[src/design/spqv_pkg.sv]
/*
 * Package for the per-port priority, tagging and mirroring control bank.
 * Assumes a byte-wide register port and three switch ports.
 */
package spqv_pkg;

  // ==========================================================================
  // Register map
  localparam int unsigned NUM_PORTS = 3;
  localparam logic [7:0] ADDR_P1_PRIO_TAG = 8'h10;
  localparam logic [7:0] ADDR_P1_MIRROR_VLAN = 8'h11;
  localparam logic [7:0] ADDR_P2_PRIO_TAG = 8'h20;
  localparam logic [7:0] ADDR_P2_MIRROR_VLAN = 8'h21;
  localparam logic [7:0] ADDR_P3_PRIO_TAG = 8'h30;
  localparam logic [7:0] ADDR_P3_MIRROR_VLAN = 8'h31;
  localparam logic [3:0] ADDR_PORT_STEP_HI = 4'h1;
  localparam logic [3:0] ADDR_CTL0_LO = 4'h0;
  localparam logic [3:0] ADDR_CTL1_LO = 4'h1;

  // ==========================================================================
  // Control 0 fields
  localparam int unsigned C0_STORM = 7;
  localparam int unsigned C0_DIFFSERV = 6;
  localparam int unsigned C0_DOT1P = 5;
  localparam int unsigned C0_PORT_PRIO = 4;
  localparam int unsigned C0_PRIO_CEIL = 3;
  localparam int unsigned C0_TAG_ADD = 2;
  localparam int unsigned C0_TAG_STRIP = 1;
  localparam int unsigned C0_SPLIT_Q = 0;

  // ==========================================================================
  // Control 1 fields
  localparam int unsigned C1_SNIFFER = 7;
  localparam int unsigned C1_RX_SNIFF = 6;
  localparam int unsigned C1_TX_SNIFF = 5;
  localparam int unsigned C1_DOUBLE_TAG = 4;
  localparam int unsigned C1_SPARE = 3;
  localparam int unsigned C1_MEMBER_HI = 2;

  // ==========================================================================
  // Reset and misc values
  localparam logic [7:0] BYTE_ZERO = 8'h00;
  localparam logic [2:0] PRIO_ZERO = 3'h0;
  localparam logic [2:0] MASK_ZERO = 3'h0;
  localparam logic [1:0] SYNC_ZERO = 2'h0;
  localparam logic [1:0] SYNC_ONE = 2'h1;

endpackage : spqv_pkg

[src/design/spqv_port_ctrl.sv]
/*
 * Per-port control bank of a three-port switch: two byte registers per port
 * steering storm protection, classification, tagging, mirroring and VLAN
 * membership. Assumes strap inputs stable around reset release, and datapath
 * query inputs synchronous to clk_i.
 */
module spqv_port_ctrl
(
  // Clock and reset
  input wire logic clk_i,
  input wire logic rst_n_i,
  // Register port
  input wire logic [7:0] addr_i,
  input wire logic [7:0] wdata_i,
  input wire logic wr_i,
  input wire logic rd_i,
  output logic [7:0] rdata_o,
  // Straps, one bit per port (two per port for member_strap_i), index 0 is port 1
  input wire logic [2:0] dot1p_strap_i,
  input wire logic [2:0] port_prio_strap_i,
  input wire logic [2:0] tag_add_strap_i,
  input wire logic [2:0] tag_strip_strap_i,
  input wire logic [2:0] split_queue_strap_i,
  input wire logic [5:0] member_strap_i,
  // Ingress classification query
  input wire logic [1:0] cls_port_i,
  input wire logic cls_dot1p_hit_i,
  input wire logic cls_dot1p_high_i,
  input wire logic cls_dscp_hit_i,
  input wire logic cls_dscp_high_i,
  input wire logic [2:0] cls_user_prio_i,
  input wire logic [2:0] cls_default_prio_i,
  output logic cls_high_prio_o,
  output logic [2:0] cls_user_prio_o,
  // Egress tag query
  input wire logic [1:0] eg_port_i,
  input wire logic eg_rx_tagged_i,
  output logic eg_add_tag_o,
  output logic eg_strip_tag_o,
  // Per-port steering levels, index 0 is port 1
  output logic [2:0] storm_protect_o,
  output logic [2:0] split_queue_o,
  output logic [2:0] sniffer_port_o,
  output logic [2:0] rx_sniff_o,
  output logic [2:0] tx_sniff_o,
  output logic [2:0] double_tag_o,
  output logic [8:0] member_mask_o
);

  // ==========================================================================
  // Reset release
  logic [1:0] rst_sync_q;
  logic rst_n;
  logic strap_load_q;

  always_ff @(posedge clk_i or negedge rst_n_i)
  begin
    if (!rst_n_i)
      rst_sync_q <= spqv_pkg::SYNC_ZERO;
    else
      rst_sync_q <= {rst_sync_q[0], 1'b1};
  end

  assign rst_n = rst_sync_q[1];

  // Straps are caught by the clock after release, never inside the reset
  always_ff @(posedge clk_i or negedge rst_n)
  begin
    if (!rst_n)
      strap_load_q <= 1'b1;
    else
      strap_load_q <= 1'b0;
  end

  // ==========================================================================
  // Helpers
  function automatic logic [1:0] port_of(input logic [7:0] a);
    // Port index from high nibble 1..3, 2'h3 marks no port
    begin
      unique case (a[7:4])
        4'h1: port_of = 2'h0;
        4'h2: port_of = 2'h1;
        4'h3: port_of = 2'h2;
        default: port_of = 2'h3;
      endcase
    end
  endfunction : port_of

  function automatic logic [2:0] member_reset(input logic [1:0] p, input logic [5:0] s);
    // Own port always a member; other two bits from straps
    begin
      unique case (p)
        2'h0: member_reset = {s[1], s[0], 1'b1};
        2'h1: member_reset = {s[3], 1'b1, s[2]};
        default: member_reset = {1'b1, s[5], s[4]};
      endcase
    end
  endfunction : member_reset

  // ==========================================================================
  // Register storage
  logic [7:0] ctl0_q [spqv_pkg::NUM_PORTS];
  logic [7:0] ctl1_q [spqv_pkg::NUM_PORTS];
  logic [1:0] wr_port;

  assign wr_port = port_of(addr_i);

  // Decode by nibbles; 0x10/0x11, 0x20/0x21, 0x30/0x31 only
  always_ff @(posedge clk_i or negedge rst_n)
  begin
    if (!rst_n)
    begin
      for (int p = 0; p < spqv_pkg::NUM_PORTS; p++)
      begin
        ctl0_q[p] <= spqv_pkg::BYTE_ZERO;
        ctl1_q[p] <= spqv_pkg::BYTE_ZERO;
      end
    end
    else if (strap_load_q)
    begin
      for (int p = 0; p < spqv_pkg::NUM_PORTS; p++)
      begin
        ctl0_q[p] <= spqv_pkg::BYTE_ZERO;
        ctl0_q[p][spqv_pkg::C0_DOT1P] <= dot1p_strap_i[p];
        ctl0_q[p][spqv_pkg::C0_PORT_PRIO] <= port_prio_strap_i[p];
        ctl0_q[p][spqv_pkg::C0_TAG_ADD] <= tag_add_strap_i[p];
        ctl0_q[p][spqv_pkg::C0_TAG_STRIP] <= tag_strip_strap_i[p];
        ctl0_q[p][spqv_pkg::C0_SPLIT_Q] <= split_queue_strap_i[p];
        ctl1_q[p] <= {5'h00, member_reset(2'(p), member_strap_i)};
      end
    end
    else if (wr_i && wr_port != 2'h3)
    begin
      if (addr_i[3:0] == spqv_pkg::ADDR_CTL0_LO)
        ctl0_q[wr_port] <= wdata_i;
      else if (addr_i[3:0] == spqv_pkg::ADDR_CTL1_LO)
        ctl1_q[wr_port] <= wdata_i; // Spare bit kept as written
    end
  end

  // Unmapped addresses read as zero
  always_ff @(posedge clk_i or negedge rst_n)
  begin
    if (!rst_n)
      rdata_o <= spqv_pkg::BYTE_ZERO;
    else if (rd_i && wr_port != 2'h3 && addr_i[3:0] == spqv_pkg::ADDR_CTL0_LO)
      rdata_o <= ctl0_q[wr_port];
    else if (rd_i && wr_port != 2'h3 && addr_i[3:0] == spqv_pkg::ADDR_CTL1_LO)
      rdata_o <= ctl1_q[wr_port];
    else
      rdata_o <= spqv_pkg::BYTE_ZERO;
  end

  // ==========================================================================
  // Steering levels to the datapath
  always_ff @(posedge clk_i or negedge rst_n)
  begin
    if (!rst_n)
    begin
      storm_protect_o <= spqv_pkg::MASK_ZERO;
      split_queue_o <= spqv_pkg::MASK_ZERO;
      sniffer_port_o <= spqv_pkg::MASK_ZERO;
      rx_sniff_o <= spqv_pkg::MASK_ZERO;
      tx_sniff_o <= spqv_pkg::MASK_ZERO;
      double_tag_o <= spqv_pkg::MASK_ZERO;
      member_mask_o <= 9'h000;
    end
    else
    begin
      for (int p = 0; p < spqv_pkg::NUM_PORTS; p++)
      begin
        storm_protect_o[p] <= ctl0_q[p][spqv_pkg::C0_STORM];
        split_queue_o[p] <= ctl0_q[p][spqv_pkg::C0_SPLIT_Q];
        sniffer_port_o[p] <= ctl1_q[p][spqv_pkg::C1_SNIFFER];
        rx_sniff_o[p] <= ctl1_q[p][spqv_pkg::C1_RX_SNIFF];
        tx_sniff_o[p] <= ctl1_q[p][spqv_pkg::C1_TX_SNIFF];
        double_tag_o[p] <= ctl1_q[p][spqv_pkg::C1_DOUBLE_TAG];
        member_mask_o[p*3 +: 3] <= ctl1_q[p][spqv_pkg::C1_MEMBER_HI:0];
      end
    end
  end

  // ==========================================================================
  // Ingress classification, one cycle behind the query
  logic [7:0] cls_c0;
  logic dscp_ok;
  logic dot1p_ok;

  assign cls_c0 = (cls_port_i == 2'h3) ? spqv_pkg::BYTE_ZERO : ctl0_q[cls_port_i];
  assign dscp_ok = cls_c0[spqv_pkg::C0_DIFFSERV] && cls_dscp_hit_i;
  assign dot1p_ok = cls_c0[spqv_pkg::C0_DOT1P] && cls_dot1p_hit_i;

  always_ff @(posedge clk_i or negedge rst_n)
  begin
    if (!rst_n)
    begin
      cls_high_prio_o <= 1'b0;
      cls_user_prio_o <= spqv_pkg::PRIO_ZERO;
    end
    else
    begin
      // Enabled classifiers OR together and override port priority
      if (dscp_ok || dot1p_ok)
        cls_high_prio_o <= (dscp_ok && cls_dscp_high_i) || (dot1p_ok && cls_dot1p_high_i);
      else
        cls_high_prio_o <= cls_c0[spqv_pkg::C0_PORT_PRIO];
      if (cls_c0[spqv_pkg::C0_PRIO_CEIL] && cls_user_prio_i > cls_default_prio_i)
        cls_user_prio_o <= cls_default_prio_i;
      else
        cls_user_prio_o <= cls_user_prio_i;
    end
  end

  // ==========================================================================
  // Egress tag decision, one cycle behind the query
  logic [7:0] eg_c0;

  assign eg_c0 = (eg_port_i == 2'h3) ? spqv_pkg::BYTE_ZERO : ctl0_q[eg_port_i];

  always_ff @(posedge clk_i or negedge rst_n)
  begin
    if (!rst_n)
    begin
      eg_add_tag_o <= 1'b0;
      eg_strip_tag_o <= 1'b0;
    end
    else
    begin
      eg_add_tag_o <= eg_c0[spqv_pkg::C0_TAG_ADD] && !eg_rx_tagged_i;
      eg_strip_tag_o <= eg_c0[spqv_pkg::C0_TAG_STRIP] && eg_rx_tagged_i;
    end
  end

endmodule : spqv_port_ctrl

[config.mk]
export PLATFORM = sky130hd
export DESIGN_NAME = spqv_port_ctrl
export DESIGN_NICKNAME = d
export VERILOG_FILES = /design/src/design/spqv_pkg.sv /design/src/design/spqv_port_ctrl.sv
export SDC_FILE = /design/constraint.sdc
export NUM_CORES = 1
export LEC_CHECK = 0
export BUFFER_PORTS_ARGS = -buffer_cell sky130_fd_sc_hd__clkbuf_2
export CORE_AREA = 2 2 153 95
export CTS_BUF_LIST = sky130_fd_sc_hd__clkbuf_2 sky130_fd_sc_hd__clkbuf_4 sky130_fd_sc_hd__clkbuf_8
export CTS_CLUSTER_DIAMETER = 80
export DETAILED_ROUTE_END_ITERATION = 12
export DIE_AREA = 0 0 155 97
export SKIP_CTS_REPAIR_TIMING = 1
export SYNTH_ARGS = -nofsm -noshare
export SYNTH_HDL_FRONTEND = slang
export SYNTH_SLANG_ARGS = --single-unit
[constraint.sdc]
create_clock -name clk_i -period 2.8 [get_ports clk_i]
set_clock_uncertainty 0.2 [all_clocks]
set_input_delay 0.42 -clock clk_i [delete_from_list [all_inputs] [get_ports clk_i]]
set_output_delay 0.42 -clock clk_i [all_outputs]
set_load 0.1 [all_outputs]
==> results of run 1 <==
## worst min path at each step
stage / cells past startpoint / start / endpoint
floorplan: 0 / rst_n_i / rst_sync_q[0]
global placement: 1 / rst_n_i / rst_sync_q[0]
detailed placement: 1 / rst_n_i / rst_sync_q[0]
CTS: 1 / rst_n_i / rst_sync_q[1]
global route: 2 / member_strap_i[5] / ctl1_q[1]
finish: 2 / member_strap_i[5] / ctl1_q[1]
## cell families (layout without fill, tap and decap cells)
group	count (synthesis)	after routing	synth area share, %
DFF	92	92	57.5
and+or+nand+nor	85	85	13.7
AOI/OAI and AO/OA	59	59	11.6
muxes	49	49	12.5
buffers and inverters	26	132	3.34
adders and majority gates	3	3	0.937
other	2	2	0.187
xor gates and xnor gates	1	1	0.219
## area by class of cell
| cell class | count | area [µm²] |
|---|---|---|
| multi-input combinational | 199 | 1570 |
| tap | 175 | 219 |
| fill | 1330 | 8560 |
| clock buffer | 10 | 138 |
| timing repair buffer | 110 | 603 |
| clock inverter | 6 | 87.6 |
| sequential | 92 | 2310 |
| inverter | 6 | 22.5 |
## flip-flops by register name, indices dropped and copies added, names as in the netlist
signal           count
eg_add_tag_o         1
cls_high_prio_o      1
strap_load_q         1
tx_sniff_o           3
eg_strip_tag_o       1
ctl0_q              24
member_mask_o        9
storm_protect_o      3
sniffer_port_o       3
cls_user_prio_o      3
ctl1_q              24
double_tag_o         3
split_queue_o        3
rx_sniff_o           3
rst_sync_q           2
rdata_o              8
## cell usage in the layout (no fill, tap or decap), types with 6 or more instances in the layout
cell	instances
nand2_1	8
buf_4	11
clkbuf_2	96
o21ai_0	11
clkbuf_8	10
nor2_1	26
a221o_1	19
dfrtp_1	90
o22a_1	8
inv_1	6
nor2b_1	10
mux2i_1	42
a22oi_1	8
nor3b_1	19
## layer usage
| metal | part of all wire, % | vias to the layer above |
|---|---|---|
| met4 | 0.63 | 0 |
| met3 | 8.6 | 8 |
| met5 | 0 | - |
| met1 | 51 | 1459 |
| met2 | 40 | 131 |
| li1 | - | 1363 |
## worst max-delay path, cell delays in order (launching register included)
cell and delay (ps):
dfstp_2 900, buf_4 370, nor3b_1 90, a221o_1 280
## power by group through the flow
| stage | Clock (mW) | Sequential (mW) | Combinational, mW |
|---|---|---|---|
| 2_1_floorplan | 0 | 1.59 | 0.122 |
| 3_3_place_gp | 0 | 1.46 | 0.377 |
| 3_5_place_dp | 0 | 1.46 | 0.383 |
| 4_1_cts | 1.03 | 1.43 | 0.384 |
| 5_1_grt | 1.09 | 1.44 | 0.408 |
| 6_report | 0.994 | 1.43 | 0.384 |
## stage by stage
stage,instance area [µm²],setup WS (ps),hold WS (ps)
after floorplan,4010,853,-75.6
after CTS,4930,847,-398
after global routing,4950,716,77.9
after detailed placement,4700,490,11.6
final,4950,837,86.6
after global placement,4700,483,6.09
==> flow_summary.toml, run 1 <==
[logic_synthesis]
synth.avg_cell_area_um2 = 12.6
synthArstFlopShare_pct = 100
yosysTopAreaCell = "dfrtp_1"
synth_area_leaders = "dfrtp_1 (57%), mux2i_1 (10%), a221o_1 (4.7%)"
synth-main-ff-cell = "dfrtp_1"
synthesis.nets = 376
ys_seq_elements = 92
ys_seq_area_share_pct = 57.5
syn_area_mm2 = 0.00401
synth_common_cells = "dfrtp_1 (91), mux2i_1 (42), nor2_1 (26)"
syn_inst = 317
post-synth-top-count-cell = "dfrtp_1"
synth_edf_count = 0
ys_types = 41
ys_warn_count = 0
synth_largest_type_area_fraction_pct = 56.8

[sta]
tightest_slew_ps = 617
period_share_pct = 70.1
min_period_ps = 1960
fmax_mhz = 509
hold_viol_final = 0
slew_viol_final = 0
rsz0062_at_grt = "false"
setup_viol_count_final = 0
relSlewSlack_pct = 58.9
finalSetupTns_ps = 0

[detailed_routing]
post_drt_wl_per_cell_um = 18.1
vias = 2961
drt-pass1-iter-count = 5
routed_wl_um = 10800
antenna_left = 0
drc_errors = 0
dr.first_iter.drc_count = 201
viasPerCell = 4.95

[layout]
fin_util_pct = 36.6
area_growth_pct = 23.5
drive_above_1_share_pct = 32.4
final_cells = 598
n_antenna_cell = 0
num-nets-final = 477

[pwr]
ir_worst_vdd_v = 0.000266
p_int_mw = 2.02
p_leak_nw = 2.25
power.share.combinational_pct = 13.7
power_mw = 2.81
p_sw_share_pct = 28.0
clkPwrFrac_pct = 35.4
p_seq_share_pct = 50.9
p_sw_mw = 0.786
powerDensity_mw_per_mm2 = 568

[global_routing]
grt_max_degree = 47
use_met3_pct = 4.39
busiest_layer = "met1"
grtUsageMet1_pct = 23.2
grt_use_met2_pct = 20.0
grt_remaining_overflow = 0
grt_pass1_vias = 2991
antenna_found_initial = 0
grt_first_pass_wirelength_um = 16900
track_usage_pct = 14.9

[worst_setup_path]
cp_max_fo = 32
cp.arrival_ps = 2010
crit_required_ps = 2850
r2r_slack_ps = 840
worstSetupEndpoint = "ctl0_q[18]"
crit_path_start_kind = "flop"
worstSetupPathType = "reg2reg"
end_kind = "flop"
crit_start = "strap_load_q"
worstRegToRegCells = 3
r2r-start = "strap_load_q"
r2r_end = "ctl0_q[18]"

[floorplan]
pin_count = 97
die_area_mm2 = 0.0150
die_h_um = 97
initial_utilization_pct = 29.7
core-area_mm2 = 0.0135
die_x_um = 155
fp-row-count = 33

[clock_network]
cts_buffers = 9
cts_tree = "built"
cts_buffer_depth = 2
clock_sinks = 92
htree_num_levels = 3
root_buffer = "clkbuf_8"
clock_latency_ps = 360
path_clk_slew_ps = 90

[placed_design]
hpwlAfterDp_um = 8090
portBuffers = 96
dpl.cell_count = 580
gp_congestion = 0.845

[outcome]
status = "completed"

[hold_path]
hp-class = "in2reg"

[flow_run]
cap_violations = 0
(Power assumes the default switching activity.)
==> inputs of run 2 (changes only) <==
--- a/config.mk
+++ b/config.mk
@@ -5,12 +5,13 @@
 export SDC_FILE = /design/constraint.sdc
 export NUM_CORES = 1
 export LEC_CHECK = 0
+export ABC_AREA = 1
 export BUFFER_PORTS_ARGS = -buffer_cell sky130_fd_sc_hd__clkbuf_2
-export CORE_AREA = 2 2 153 95
+export CORE_AREA = 2 2 162 100
 export CTS_BUF_LIST = sky130_fd_sc_hd__clkbuf_2 sky130_fd_sc_hd__clkbuf_4 sky130_fd_sc_hd__clkbuf_8
 export CTS_CLUSTER_DIAMETER = 80
 export DETAILED_ROUTE_END_ITERATION = 12
-export DIE_AREA = 0 0 155 97
+export DIE_AREA = 0 0 164 102
 export SKIP_CTS_REPAIR_TIMING = 1
 export SYNTH_ARGS = -nofsm -noshare
 export SYNTH_HDL_FRONTEND = slang
==> constraint.sdc (replaced) <==
create_clock -name clk_i -period 2 [get_ports clk_i]
set_clock_uncertainty 0.2 [all_clocks]
set_input_delay 0.3 -clock clk_i [delete_from_list [all_inputs] [get_ports clk_i]]
set_output_delay 0.3 -clock clk_i [all_outputs]
set_load 0.1 [all_outputs]
==> run 2 against run 1 <==
Effect of this change:
- synthesized cell count grew 77%
- sequential power increased by 47%
- register-to-register slack got worse by 600 ps
- wire length is 17% higher
- sequential cell count is the same
- setup slack got worse by 600 ps
- sequential share of layout area is 5.3 points lower
- combinational power rose to 2.5 times the previous value
- die area increased by 11%
- critical endpoint is now cls_user_prio_o[0]
- highest routed layer unchanged
==> flow_summary.toml, run 2 <==
[logic_synthesis]
syn_area_mm2 = 0.00450
synth_edf_count = 0
synthArstFlopShare_pct = 100
synth_area_leaders = "dfrtp_1 (51%), nand2_1 (25%), nand3_1 (5.8%)"
post-synth-top-count-cell = "nand2_1"
synth.avg_cell_area_um2 = 8.02
synthesis.nets = 620
synth_largest_type_area_fraction_pct = 50.6
ys_warn_count = 0
synth-main-ff-cell = "dfrtp_1"
ys_types = 33
syn_inst = 561
yosysTopAreaCell = "dfrtp_1"
ys_seq_area_share_pct = 51.2
synth_common_cells = "nand2_1 (304), dfrtp_1 (91), nand3_1 (52)"
ys_seq_elements = 92

[sta]
hold_viol_final = 0
period_share_pct = 88.1
slew_viol_final = 0
min_period_ps = 1760
relSlewSlack_pct = 63.3
fmax_mhz = 568
tightest_slew_ps = 553
rsz0062_at_grt = "false"
setup_viol_count_final = 0
finalSetupTns_ps = 0

[detailed_routing]
routed_wl_um = 12700
vias = 4020
post_drt_wl_per_cell_um = 14.4
viasPerCell = 4.54
drt-pass1-iter-count = 5
drc_errors = 0
antenna_left = 0
dr.first_iter.drc_count = 321

[clock_network]
cts_buffers = 9
path_clk_slew_ps = 100
clock_latency_ps = 360
root_buffer = "clkbuf_8"
cts_buffer_depth = 2
cts_tree = "built"
clock_sinks = 92
htree_num_levels = 3

[hold_path]
hp-class = "in2reg"

[layout]
mostFrequentLayoutCell = "nand2_1"
area_growth_pct = 24.2
final_cells = 886
n_antenna_cell = 0
drive_above_1_share_pct = 23.1
num-nets-final = 737
fillerInstances = 1599
multiInputGateArea_mm2 = 0.00199
reg_top3 = "ctl0_q (24), ctl1_q (24), member_mask_o (9)"
layout_common_cells = "nand2_1 (304), clkbuf_2 (96), dfrtp_1 (90)"
regArea_mm2 = 0.00231

[global_routing]
grt_remaining_overflow = 0
antenna_found_initial = 0
grt_pass1_vias = 3851
grt_first_pass_wirelength_um = 20500
grt_max_degree = 51
track_usage_pct = 16.0

[worst_setup_path]
cp_top_family = "buffers and inverters"
cp_max_fo = 4
crit_path_start_kind = "input port"
end_kind = "flop"
cpMaxStageDelayCell = "dlygate4sd3_1"
worstSetupPathType = "in2reg"
crit_required_ps = 2060
cpPeakStageDelay_ps = 520
cp.arrival_ps = 1820
path_cells = "dlygate4sd3_1, clkbuf_2, inv_1, ha_1, nand2_1, nor2_1, o21a_1, nand2_1, nand2_1, nand2_1"
critPathBufInv = 3
cpMostUsedCell = "nand2_1"
r2r_slack_ps = 240

[floorplan]
die_area_mm2 = 0.0167
core-area_mm2 = 0.0152
fp-row-count = 35
initial_utilization_pct = 29.6
die_x_um = 164
die_h_um = 102
pin_count = 97

[placed_design]
gp_congestion = 0.897
dpl.cell_count = 862
portBuffers = 96
hpwlAfterDp_um = 9920

[outcome]
status = "completed"

[pwr]
powerDensity_mw_per_mm2 = 805
ir_worst_vdd_v = 0.000424
p_seq_share_pct = 46.7
p_leak_nw = 3.14
power_mw = 4.50
p_sw_share_pct = 34.2
power.share.combinational_pct = 21.8
p_int_mw = 2.96
clkPwrFrac_pct = 31.5
p_sw_mw = 1.54

[flow_run]
cap_violations = 0
[run 2: final cells by class]
class                      count  area share, %
clock buffer                  10           2.35
multi-input combinational    431           35.6
inverter                      21           1.46
tap                          203           4.55
timing repair buffer         123           13.0
clock inverter                 6           1.75
sequential                    92           41.3
[run 2: path summary, 6_finish.rpt]
check | startpoint | endpoint | cells after the start
max | cls_default_prio_i[2] | cls_user_prio_o[0] | 10
min | cls_default_prio_i[0] | cls_user_prio_o[0] | 3
max reg2reg | strap_load_q | ctl1_q[20] | 5
min reg2reg | rst_sync_q[1] | sniffer_port_o[1] | 1
max in group asynchronous | rst_sync_q[1] | double_tag_o[2] | 1
min in group asynchronous | rst_n_i | rst_sync_q[1] | 2
[run 2: kinds of logic (layout without fill, tap and decap cells)]
logic type	count (synthesis)	after routing	synth area share, %
flip-flops	92	92	51.2
other	2	2	0.167
AND/OR/NAND/NOR	415	415	41.5
AO/OA/AOI/OAI	11	11	1.70
adder cells (fa/ha/maj)	3	3	0.835
buffers and inverters	38	160	4.62
[run 2: worst register-to-register path: stages (launching register included)]
cell,delay [ps]
dfstp_2,650
inv_4,140
nand2_1,240
nand3_2,240
nand2_1,120
nand2_1,50
[run 2: power groups by stage]
| stage | Combinational [mW] | Sequential, mW | Clock [mW] |
|---|---|---|---|
| finish | 0.979 | 2.10 | 1.42 |
| detailed placement | 0.967 | 2.14 | 0 |
| global route | 1.06 | 2.12 | 1.54 |
| global placement | 0.966 | 2.14 | 0 |
| CTS | 0.970 | 2.10 | 1.45 |
| floorplan | 0.320 | 2.52 | 0 |
[run 2: layer usage]
layer	track usage, %	share of wire [%]
met1	24.5	51
met2	22.5	40
met3	4.63	8.2
met4	2.70	0.56
met5	0	0
[run 2: metrics by stage]
| step | worst slack [ps] | instance area, µm² | utilization, % | hold slack (ps) |
|---|---|---|---|---|
| 2_1_floorplan | 251 | 4500 | - | -196 |
| 5_1_grt | 98.1 | 5590 | 36.8 | 27.0 |
| 3_3_place_gp | 252 | 5280 | 34.7 | -112 |
| 3_5_place_dp | 236 | 5280 | 34.7 | -111 |
| 6_report | 239 | 5590 | 36.8 | 4.76 |
| 4_1_cts | 252 | 5510 | 36.2 | -511 |
